$ cat config.mk
export PLATFORM = sky130hd
export DESIGN_NAME = smq_scheduler
export DESIGN_NICKNAME = d
export VERILOG_FILES = /design/src/logic/smq_pkg.sv /design/src/logic/smq_tick_gen.sv /design/src/logic/smq_scheduler.sv
export VERILOG_INCLUDE_DIRS = /design/src /design/src/logic
export SDC_FILE = /design/constraint.sdc
export NUM_CORES = 1
export LEC_CHECK = 0
export BUFFER_PORTS_ARGS = -buffer_cell sky130_fd_sc_hd__buf_4
export CAP_MARGIN = 15
export CORE_MARGIN = 2
export CORE_UTILIZATION = 59
export DETAILED_ROUTE_END_ITERATION = 16
export GPL_ROUTABILITY_DRIVEN = 0
export PLACE_DENSITY = 0.79
export SYNTH_ARGS = -nofsm -noshare
export SYNTH_HDL_FRONTEND = slang
export SYNTH_HIERARCHICAL = 1
export SYNTH_SLANG_ARGS = --single-unit
$ cat constraint.sdc
create_clock -name clock -period 2.89 [get_ports clock]
set_clock_uncertainty 0.1 [all_clocks]
set_input_delay 0.1445 -clock clock [delete_from_list [all_inputs] [get_ports clock]]
set_output_delay 0.1445 -clock clock [all_outputs]
set_load 0.01 [all_outputs]
$ cat src/logic/smq_regs.svh
// Purpose: constants for the sc1 maintenance message scheduler
// Assumes: 250 MHz clock
// Notes:   times in their own unit, cycle counts derived
`ifndef SMQ_REGS_SVH
`define SMQ_REGS_SVH
`define SMQ_CLK_MHZ        250
`define SMQ_TICK_MS        30
`define SMQ_TICK_CYCLES    (`SMQ_TICK_MS * 1000 * `SMQ_CLK_MHZ)
`define SMQ_MSG_W          4
`define SMQ_HP_DEPTH       2
`define SMQ_MSG_RST        4'hf
`define SMQ_MF_FRAMES      20
`endif

$ cat src/logic/smq_pkg.sv
// Purpose: types for the sc1 maintenance message scheduler
// Assumes: smq_regs.svh constants
// Notes:   none
`include "smq_regs.svh"
package smq_pkg;
  typedef logic [`SMQ_MSG_W-1:0] smq_msg_t;
  typedef enum logic {SMQ_SRC_LOW, SMQ_SRC_HIGH} smq_src_t;
endpackage

$ cat src/logic/smq_tick_gen.sv
// Purpose: periodic multiframe tick
// Assumes: enable is a level from same clock
// Notes:   one-cycle pulse every tickCycles
`timescale 1ns/1ps
`include "smq_regs.svh"
module smq_tick_gen
  import smq_pkg::*;
#(
  parameter int unsigned TICK_CYCLES = `SMQ_TICK_CYCLES
) (
  input  wire logic clock,
  input  wire logic rst_n,
  input  wire logic enable,
  output logic      tick
);
  typedef struct packed {
    logic [31:0] cnt;
    logic        tick;
  } smq_tg_t;
  smq_tg_t s_r;
  smq_tg_t s_nxt;
  always_comb begin
    s_nxt = s_r;
    s_nxt.tick = 1'b0;
    if (!enable) begin
      s_nxt.cnt = 32'h0;
    end else if (s_r.cnt == 32'(TICK_CYCLES - 1)) begin
      s_nxt.cnt = 32'h0;
      s_nxt.tick = 1'b1;
    end else begin
      s_nxt.cnt = s_r.cnt + 32'h1;
    end
  end
  always_ff @(posedge clock) begin
    if (!rst_n) begin
      s_r <= '0;
    end else begin
      s_r <= s_nxt;
    end
  end
  assign tick = s_r.tick;
  a_tick_period: assert property (@(posedge clock) disable iff (!rst_n)
    s_r.tick && enable |=> !s_r.tick [*8]) else $error("tick repeated early");
endmodule // smq_tick_gen

$ cat src/logic/smq_scheduler.sv
// Purpose: selects the sc1 message sent each multiframe
// Assumes: frame strobe and loop error are same-clock pulses from the framer
// Notes:   high queue two deep, low register repeats
// Summary of operation
// - After the tick-enable command the block pulses a tick interrupt every 30 ms.
// - Message storage is a two-entry high fifo and one low register, all 4-bit codes.
// - The high queue holds two codes in order, each sent for one multiframe.
// - At each boundary the oldest high code is sent, else the low register.
// - A third high write while full shifts entry two to one and stores the new code second.
// - A loop code violation raises the received multiframe error indication.
`timescale 1ns/1ps
`include "smq_regs.svh"
module smq_scheduler
  import smq_pkg::*;
#(
  parameter int unsigned TICK_CYCLES = `SMQ_TICK_CYCLES,
  parameter int unsigned MF_FRAMES   = `SMQ_MF_FRAMES
) (
  input  wire logic     clock,
  input  wire logic     rst_n,
  input  wire logic     tickEnableCmd,
  input  wire logic     lowWrite,
  input  wire smq_msg_t lowData,
  input  wire logic     highWrite,
  input  wire smq_msg_t highData,
  input  wire logic     frameStrobe,
  input  wire logic     codeViolation,
  input  wire logic     errorClear,
  output smq_msg_t      txMsg,
  output logic          txIsHigh,
  output logic          multiframeStart,
  output logic          multiframeTickInterrupt,
  output logic          receivedMultiframeError,
  output logic [1:0]    highLevel
);
  typedef struct packed {
    logic       tickEn;
    smq_msg_t   low;
    smq_msg_t   hp0;
    smq_msg_t   hp1;
    logic [1:0] cnt;
    logic [7:0] frame;
    smq_msg_t   tx;
    smq_src_t   src;
    logic       mfStart;
    logic       tickIrq;
    logic       received_multiframe_error;
  } smq_st_t;
  smq_st_t s_r;
  smq_st_t s_nxt;
  logic    tick;
  logic    boundary;
  assign boundary = frameStrobe && (s_r.frame == 8'(MF_FRAMES - 1));
  smq_tick_gen #(.TICK_CYCLES(TICK_CYCLES)) u_tick (
    .clock  (clock),
    .rst_n  (rst_n),
    .enable (s_r.tickEn),
    .tick   (tick)
  );

  always_comb begin
    s_nxt = s_r;
    s_nxt.mfStart = 1'b0;
    s_nxt.tickIrq = tick;
    if (tickEnableCmd) begin
      s_nxt.tickEn = 1'b1;
    end
    if (lowWrite) begin
      s_nxt.low = lowData;
    end
    if (frameStrobe) begin
      s_nxt.frame = boundary ? 8'h0 : s_r.frame + 8'h1;
    end
    if (boundary) begin
      s_nxt.mfStart = 1'b1;
      if (s_r.cnt != 2'h0) begin
        s_nxt.tx = s_r.hp0;
        s_nxt.src = SMQ_SRC_HIGH;
        s_nxt.hp0 = s_r.hp1;
        s_nxt.cnt = s_r.cnt - 2'h1;
      end else begin
        s_nxt.tx = s_r.low;
        s_nxt.src = SMQ_SRC_LOW;
      end
    end
    if (highWrite) begin
      case (s_nxt.cnt)
        2'h0: begin
          s_nxt.hp0 = highData;
          s_nxt.cnt = 2'h1;
        end
        2'h1: begin
          s_nxt.hp1 = highData;
          s_nxt.cnt = 2'h2;
        end
        default: begin
          s_nxt.hp0 = s_nxt.hp1;
          s_nxt.hp1 = highData;
          s_nxt.cnt = 2'h2;
        end
      endcase
    end
    if (errorClear) begin
      s_nxt.received_multiframe_error = 1'b0;
    end
    if (codeViolation) begin
      s_nxt.received_multiframe_error = 1'b1;
    end
  end

  always_ff @(posedge clock) begin
    if (!rst_n) begin
      s_r <= '{
        tickEn:  1'b0,
        low:     `SMQ_MSG_RST,
        hp0:     '0,
        hp1:     '0,
        cnt:     2'h0,
        frame:   8'h0,
        tx:      `SMQ_MSG_RST,
        src:     SMQ_SRC_LOW,
        mfStart: 1'b0,
        tickIrq: 1'b0,
        received_multiframe_error:    1'b0
      };
    end else begin
      s_r <= s_nxt;
    end
  end

  assign txMsg = s_r.tx;
  assign txIsHigh = (s_r.src == SMQ_SRC_HIGH);
  assign multiframeStart = s_r.mfStart;
  assign multiframeTickInterrupt = s_r.tickIrq;
  assign receivedMultiframeError = s_r.received_multiframe_error;
  assign highLevel = s_r.cnt;

  a_high_first: assert property (@(posedge clock) disable iff (!rst_n)
    boundary && s_r.cnt != 2'h0 |=> txMsg == $past(s_r.hp0) && txIsHigh)
    else $error("queued high code not sent");
  a_low_repeat: assert property (@(posedge clock) disable iff (!rst_n)
    boundary && s_r.cnt == 2'h0 |=> txMsg == $past(s_r.low) && !txIsHigh)
    else $error("low code not repeated");
  a_queue_bound: assert property (@(posedge clock) disable iff (!rst_n)
    s_r.cnt <= 2'h2)
    else $error("queue over two");
  a_full_shift: assert property (@(posedge clock) disable iff (!rst_n)
    highWrite && !boundary && s_r.cnt == 2'h2 |=> s_r.hp0 == $past(s_r.hp1)
    && s_r.hp1 == $past(highData)) else $error("full write not shifted");
  a_one_frame: assert property (@(posedge clock) disable iff (!rst_n)
    boundary && s_r.cnt == 2'h1 && !highWrite |=> s_r.cnt == 2'h0)
    else $error("high code sent twice");
  a_error_set: assert property (@(posedge clock) disable iff (!rst_n)
    codeViolation |=> receivedMultiframeError)
    else $error("error lost");
  a_low_store: assert property (@(posedge clock) disable iff (!rst_n)
    lowWrite |=> s_r.low == $past(lowData))
    else $error("low not stored");
  a_tick_gate: assert property (@(posedge clock) disable iff (!rst_n)
    !s_r.tickEn |-> ##2 !multiframeTickInterrupt || $past(s_r.tickEn, 2))
    else $error("tick while disabled");
  a_tick_follow: assert property (@(posedge clock) disable iff (!rst_n)
    tick |=> multiframeTickInterrupt)
    else $error("tick not passed on");
  a_tick_pulse: assert property (@(posedge clock) disable iff (!rst_n)
    multiframeTickInterrupt |=> !multiframeTickInterrupt)
    else $error("tick wider than a cycle");
  a_enable_set: assert property (@(posedge clock) disable iff (!rst_n)
    tickEnableCmd |=> s_r.tickEn)
    else $error("tick enable not taken");
  a_enable_sticky: assert property (@(posedge clock) disable iff (!rst_n)
    s_r.tickEn |=> s_r.tickEn)
    else $error("tick enable dropped");
  a_tick_quiet: assert property (@(posedge clock) disable iff (!rst_n)
    !s_r.tickEn |-> !tick)
    else $error("tick before enable");
  a_start_pulse: assert property (@(posedge clock) disable iff (!rst_n)
    boundary |=> multiframeStart)
    else $error("boundary not flagged");
  a_start_only: assert property (@(posedge clock) disable iff (!rst_n)
    !boundary |=> !multiframeStart)
    else $error("start without boundary");
  a_tx_hold: assert property (@(posedge clock) disable iff (!rst_n)
    !boundary |=> $stable(txMsg) && $stable(txIsHigh))
    else $error("message changed mid multiframe");
  a_low_hold: assert property (@(posedge clock) disable iff (!rst_n)
    !lowWrite |=> $stable(s_r.low))
    else $error("low register changed unwritten");
  a_push_empty: assert property (@(posedge clock) disable iff (!rst_n)
    highWrite && !boundary && s_r.cnt == 2'h0 |=> s_r.cnt == 2'h1
    && s_r.hp0 == $past(highData)) else $error("first entry not stored");
  a_push_one: assert property (@(posedge clock) disable iff (!rst_n)
    highWrite && !boundary && s_r.cnt == 2'h1 |=> s_r.cnt == 2'h2
    && s_r.hp1 == $past(highData) && $stable(s_r.hp0)) else $error("second entry lost");
  a_pop_push: assert property (@(posedge clock) disable iff (!rst_n)
    boundary && highWrite && s_r.cnt == 2'h2 |=> s_r.cnt == 2'h2
    && s_r.hp0 == $past(s_r.hp1) && s_r.hp1 == $past(highData)) else $error("pop push wrong");
  a_pop_count: assert property (@(posedge clock) disable iff (!rst_n)
    boundary && s_r.cnt == 2'h2 && !highWrite |=> s_r.cnt == 2'h1
    && s_r.hp0 == $past(s_r.hp1)) else $error("pop from full wrong");
  a_empty_stay: assert property (@(posedge clock) disable iff (!rst_n)
    s_r.cnt == 2'h0 && !highWrite |=> s_r.cnt == 2'h0)
    else $error("empty queue filled");
  a_error_hold: assert property (@(posedge clock) disable iff (!rst_n)
    receivedMultiframeError && !errorClear |=> receivedMultiframeError)
    else $error("error dropped uncleared");
  a_error_clear: assert property (@(posedge clock) disable iff (!rst_n)
    errorClear && !codeViolation |=> !receivedMultiframeError)
    else $error("error not cleared");
  a_frame_range: assert property (@(posedge clock) disable iff (!rst_n)
    s_r.frame < 8'(MF_FRAMES))
    else $error("frame count out of range");
  a_frame_hold: assert property (@(posedge clock) disable iff (!rst_n)
    !frameStrobe |=> $stable(s_r.frame))
    else $error("frame count moved");
  a_frame_wrap: assert property (@(posedge clock) disable iff (!rst_n)
    boundary |=> s_r.frame == 8'h0)
    else $error("frame count not wrapped");
  a_frame_step: assert property (@(posedge clock) disable iff (!rst_n)
    frameStrobe && !boundary |=> s_r.frame == $past(s_r.frame) + 8'h1)
    else $error("frame count not stepped");
endmodule // smq_scheduler

# After elaboration in Yosys (flattened, before gate mapping)

Cells that the tools add are included.

Register bits after elaboration: 64
Output and inout bits: 10
Logic and storage cells: 43

Add/sub/neg operators: 3
Equality and inequality tests: 3
Multiplexer cells: 14
Bitwise gates (word level): 3
Reductions and logical operators: 7

Operators with widths:

| kind                                              | number |
|---|---|
| adder 32 x 1 -> 32 bit (second input constant)    | 1 |
| == test 32 x 23 -> 1 bit (second input constant)  | 1 |
| two-way mux 4 bit                                 | 3 |
| two-way mux 10 bit                                | 1 |
| adder 8 x 1 -> 8 bit (second input constant)      | 1 |
| == test 8 x 5 -> 1 bit (second input constant)    | 1 |
| two-way mux 8 bit                                 | 1 |
| case mux 4 bit (2 select lines)                   | 1 |
| two-way mux 2 bit                                 | 3 |
| two-way mux 5 bit                                 | 1 |
| two-way mux 1 bit                                 | 4 |
| AND reduction 2 bit                               | 2 |
| nonzero test 2 bit                                | 2 |
| NOT 1 bit                                         | 3 |
| OR reduction 3 bit                                | 1 |
| == test 2 x 1 -> 1 bit (second input constant)    | 1 |
| logical NOT 2 bit                                 | 1 |
| subtractor 2 x 1 -> 2 bit (second input constant) | 1 |
| logical AND 1 bit                                 | 1 |

# Longest topological paths before layout

Gate-level depths: netlist (run 1).

Word-level depth: 6
Depth in mapped cells: 6
Mapped depth without buffers: 6

# Hierarchy

Netlist (run 1), hierarchy kept.

By module, submodules not included:

| module        | instances | cells an instance | area an instance (um^2) | sequential area each (um^2) |
|---|---|---|---|---|
| smq_tick_gen  | 1         | 183               | 1549.0                  | 660.6 |
| smq_scheduler | 1         | 155               | 1407.6                  | 620.6 |

# Worst setup path before layout (run 1)

Ideal clock, no wire load.

Kind: reg2reg
Start: register u_tick/s_r[1] (netlist bit)
End: register u_tick/s_r[10] (netlist bit)
Setup time: 0.128 ns
Arrival: 1.807 ns
Required time: 2.662 ns
Setup slack: 0.855 ns
Stages on the path, launching flop included: 7
Path buffers: 1
Period minus slack after synthesis: 2.035 ns
Path through: dfxtp_1 ha_1 nand4_1 or3_1 o31ai_1 clkbuf_1 nor2_1

Longest elaborated chain between the ends: 2
Elaborated cells between the ends (all ways): 3

RTL lines:

| item                                                                           | line               | source |
|---|---|---|
| start: declaration                                                             | smq_tick_gen.sv:20 | `smq_tg_t s_r;` |
| start signal: assignment                                                       | smq_tick_gen.sv:38 | `s_r <= s_nxt;` |
| parallel branches: the longest is 2 deep, another holds adder 32 x 1 -> 32 bit | -                  |  |

Several ways; the timed one is not identified.
A chain may end at the register's enable or synchronous reset.

# Worst setup path after layout (run 1)

Start: register u_tick/s_r[3] (netlist bit)
End: register u_tick/s_r[32] (netlist bit)

Same word-level chain as after synthesis.

==> impl_metrics.toml, run 1 <==
[clock_tree]
cts_tree = "built"
cts_sinks = 64
cts_inserted_buffers = 9
clk_latency_ps = 330
cts-root-buf = "clkbuf_8"
clkTransAtPathRegs_ps = 70
cts_buffer_depth = 2
cts_setup_buffers = 0
htree_levels = 3

[floorplanning]
chipHeight_um = 74.8
fp-row-count = 25
io_pins = 26
dieArea_mm2 = 0.00559
core_mm2 = 0.00479
dieWidth_um = 74.8
start_util_pct = 61.8

[logic_synthesis]
synth_area_mm2 = 0.00296
async_flop_share_pct = 0
yosys.area.top_type = "dfxtp_1"
synth_edf_count = 0
ys_types = 42
synth-main-ff-cell = "dfxtp_1"
synthCells = 338
synth_area_per_cell_um2 = 8.75
ys_seq_elements = 64
synth_nets = 356
synth.top_cell.area_share_pct = 43.3
synth_area_leaders = "dfxtp_1 43%, xnor2_1 4.4%, nor2_1 4.1%"
ys_seq_area_share_pct = 43.3
yosysWarnings = 6

[critical_path]
rr_worst_depth = 4
cp.required_ps = 3050
r2r-start = "u_tick/s_r[3]"
cp.arrival_ps = 2450
path_max_fanout = 16
worst_setup_path_end_kind = "flop"
reg2reg_setup_slack_ps = 600
crit_type = "flop to flop"
worstSetupEndpoint = "u_tick/s_r[32]"
r2r-end = "u_tick/s_r[32]"
startpoint_type = "flop"
crit_start = "u_tick/s_r[3]"

[sta]
tns_ps = 0
setup_viol = 0
fmax_mhz = 437
finalHoldViolations = 0
fin_crit_ps = 2290
rsz0062_at_grt = "no"
min_period_over_period_pct = 79.2
tightestPinTransition_ps = 551
slew_headroom_pct = 63.0
drv_slew = 0

[global_route]
antenna_found_initial = 0
grt_max_degree = 33
use_met1_pct = 28.1
top_usage_layer = "met2"
grt_pass1_vias = 2372
overflow = 0
grt_usage_pct = 23.3
met3_usage_pct = 8.30
grt_pass1_wl_um = 9980
use_met2_pct = 37.6

[power]
switching_share_pct = 23.8
leakagePower_nw = 1.21
clkPwrFrac_pct = 38.3
power.switching_uw = 409
p_per_area_mw_per_mm2 = 488
p_int_mw = 1.31
peakVddDrop_mv = 0.397
combPwrFrac_pct = 8.1
p_seq_share_pct = 53.6

[detailed_routing]
drtPass1Iterations = 4
routed-via-count = 2522
route.detailed.drc = 0
viasPerCell = 5.63
ant_nets = 0
routed_wl_um = 5990
routedWlPerCell_um = 13.4
drtIter0Drc = 98

[layout]
area_growth_pct = 18.9
post-route-util_pct = 73.4
diodes = 0
final_common_cell = "dfxtp_1"
layout_common_cells = "64 x dfxtp_1, 32 x nor2_1, 31 x nand2_1"
drive_above_1_share_pct = 14.7
finalNetCount = 394

[hold_path]
hp-class = "flop to flop"

[job]
maxCapViolCount = 0

[outcome]
status = "finished clean"

[placement]
dpl.hpwl_um = 3910
io_buffers = 25
power by group through the flow:
stage          Sequential (mW)  Combinational (mW)  Clock, mW
2_1_floorplan            0.934              0.0807          0
3_3_place_gp             0.940               0.108          0
3_5_place_dp             0.940               0.111          0
4_1_cts                  0.920               0.136      0.681
5_1_grt                  0.923               0.152      0.719
6_report                 0.921               0.139      0.657
routing by layer:
layer  vias up  wire length, um
li1       1279                -
met1      1174             2680
met2        59             2940
met3        10              268
met4         0               99
met5         -                0
stage by stage:
stage / setup slack, ps / area (um2) / hold slack (ps) / std cells / power (mW)
finish: 600 / 3510 / 347 / 448 / 1.72
global route: 498 / 3510 / 367 / 448 / 1.79
CTS: 644 / 3510 / 351 / 448 / 1.74
detailed placement: 639 / 3130 / 245 / 411 / 1.05
global placement: 720 / 3130 / 242 / 411 / 1.05
floorplan: 855 / 2960 / 134 / 338 / 1.01
synthesized netlist by cell type (8+ instances only):
library cell,count
nand3_1,20
nor2_1,32
inv_1,10
or3_1,8
nand2_1,31
a21oi_1,17
nor4_1,8
o21ai_0,20
dfxtp_1,64
xnor2_1,15
clkbuf_1,10
mux2i_1,11
nand4_1,9
area by class of cell:
type	count	area [um2]
Timing Repair Buffer	48	413
Inverter	10	37.5
Sequential cell	64	1280
Fill cell	344	1270
Tap cell	67	83.8
Multi-Input combinational cell	243	1530
Clock inverter	5	32.5
Clock buffer	11	141
sequential cells by signal, indices dropped and copies added, names as in the netlist:
name and flops:
highLevel 2, multiframeStart 1, multiframeTickInterrupt 1, receivedMultiframeError 1
s_r 21, txIsHigh 1, txMsg 4, u_tick/s_r 32
u_tick/tick 1
what timing repair did:
item / CTS / global route
gates resized for setup: 0 / 0
endpoints found under the hold margin: 16 / 0
hold buffers: 21 / 0
worst min-delay path by stage:
stage | from | to | slack, ps | cells after the start
5_1_grt | u_tick/tick | multiframeTickInterrupt | 370 | 1
6_report | u_tick/tick | multiframeTickInterrupt | 350 | 1
2_1_floorplan | highWrite | s_r[25] | 130 | 1
4_1_cts | u_tick/tick | multiframeTickInterrupt | 350 | 1
3_3_place_gp | tickEnableCmd | s_r[30] | 240 | 2
3_5_place_dp | tickEnableCmd | s_r[30] | 250 | 2
cells by family after synthesis:
kind of cell               count (synthesis)  share of synthesized area [%]
muxes                                     12                           4.11
buffers and inverters                     31                           5.54
xor gates and xnor gates                  21                           6.22
and+or+nand+nor                          150                           27.5
adders and majority gates                  2                          0.846
DFF                                       64                           43.3
AOI/OAI and AO/OA                         58                           12.4
critical path, cell delays in order (launching register included):
cell and delay [ps]:
dfxtp_1 440, nand4_1 260, or4_1 690, or4_1 580, a21oi_1 150
Note: power is estimated with default switching activity, not from simulation.
==> inputs of run 2 (changes only) <==
clock period = 2.35 ns   (was 2.89 ns; I/O delays follow)
==> impl_metrics.toml, run 2 (synthesis gave the netlist of run 1 again) <==
[critical_path]
worst_setup_path_end_kind = "flop"
startpoint_type = "flop"
path_max_fanout = 7
cp.arrival_ps = 2290
crit_type = "flop to flop"
cp.required_ps = 2490
rr_worst_depth = 6

[layout]
regMostFlops = "u_tick/s_r"
post-route-util_pct = 75.4
final_common_cell = "dfxtp_1"
area_growth_pct = 22.0
largest_register_ffs = 32
drive_above_1_share_pct = 16.5
layout_common_cells = "64 x dfxtp_1, 32 x nor2_1, 32 x buf_4"
finalNetCount = 401
diodes = 0
final_cell_area_mm2 = 0.00361

[clock_tree]
clk_latency_ps = 350
cts_inserted_buffers = 9
clkTransAtPathRegs_ps = 80
cts-root-buf = "clkbuf_8"
htree_levels = 3
cts_tree = "built"
cts_buffer_depth = 2
cts_sinks = 64

[power]
leakagePower_nw = 1.27
peakVddDrop_mv = 0.673
p_per_area_mw_per_mm2 = 624

[global_route]
grt_pass1_wl_um = 10900
overflow = 0
grt_pass1_vias = 2363
grt_max_degree = 33
grt_usage_pct = 26.0
antenna_found_initial = 0

[placement]
post-place-ws_ps = 134
dpl.hpwl_um = 3990
placed_cell_area_mm2 = 0.00318
io_buffers = 25

[floorplanning]
start_util_pct = 61.8
chipHeight_um = 74.8
core_mm2 = 0.00479
io_pins = 26
dieArea_mm2 = 0.00559
fp-row-count = 25
dieWidth_um = 74.8

[sta]
fin_crit_ps = 2150
min_period_over_period_pct = 91.5
tns_ps = 0
slew_headroom_pct = 68.6
fmax_mhz = 465
tightestPinTransition_ps = 469
finalHoldViolations = 0
rsz0062_at_grt = "no"
layout_setup_ws_ps = 201
whs_ps = 353
drv_slew = 0
setup_viol = 0

[outcome]
status = "finished clean"

[hold_path]
hp-class = "flop to flop"
whs_path_depth = 1

[detailed_routing]
routed-via-count = 2587
routedWlPerCell_um = 14.7
drtIter0Drc = 123
routed_wl_um = 6690
route.detailed.drc = 0
viasPerCell = 5.69
ant_nets = 0
drtPass1Iterations = 4

[job]
maxCapViolCount = 0
==> run 2: cell types whose count changed in the layout (fill, tap and decap cells not counted) <==
cell,delta
buf_12,+1
buf_4,+5
bufinv_16,+1
clkbuf_1,-1
clkbuf_8,-1
clkinv_4,+2
clkinvlp_4,-1
dlygate4sd3_1,+1
or4_1,-1
or4_4,+1
==> run 2: final timing paths <==
path	from	end	slack [ps]
max	s_r[8]	s_r[24]	200
max reg2reg	s_r[8]	s_r[24]	200
min	u_tick/tick	multiframeTickInterrupt	350
min reg2reg	u_tick/tick	multiframeTickInterrupt	350
==> run 2: layout make-up <==
type,instances,area [um2]
Clock buffer,9,124
Tap cell,67,83.8
Timing Repair Buffer,55,480
Clock inverter,7,72.6
Fill cell,346,1180
Sequential cell,64,1280
Multi-Input combinational cell,243,1530
Inverter,10,37.5
==> run 2: through the flow <==
stage | total power [mW] | instances
global route | 2.32 | 455
CTS | 2.25 | 454
floorplan | 1.25 | 338
detailed placement | 1.30 | 416
finish | 2.25 | 455
global placement | 1.29 | 416
==> run 2: power breakdown <==
part | internal, mW | switching (mW) | total [mW] | leakage (nW)
sequential | 1.11 | 0.0219 | 1.13 | 0.519
combinational | 0.0983 | 0.0844 | 0.183 | 0.652
clock | 0.489 | 0.450 | 0.938 | 0.0952
total | 1.69 | 0.556 | 2.25 | 1.27
==> run 2: critical path, cell delays in order, from the launching register on <==
cell and delay (ps):
dfxtp_1 390, ha_1 210, nand4b_1 350, o21a_4 380, a211oi_2 340, o22ai_1 120
and2_1 170
==> run 2: timing repair <==
item | CTS | global route
gates resized for setup | 0 | 1
hold buffers | 22 | 0
endpoints found under the setup margin | 0 | 5
buffers inserted | 0 | 1
hold endpoints to repair | 18 | 0
==> run 2: metal layers <==
layer,vias to the layer above,global-route usage (%),part of all wire [%]
li1,1289,-,-
met1,1201,32.3,45
met2,71,41.3,47
met3,26,6.83,4.2
met4,0,14.5,3.9
met5,-,0,0
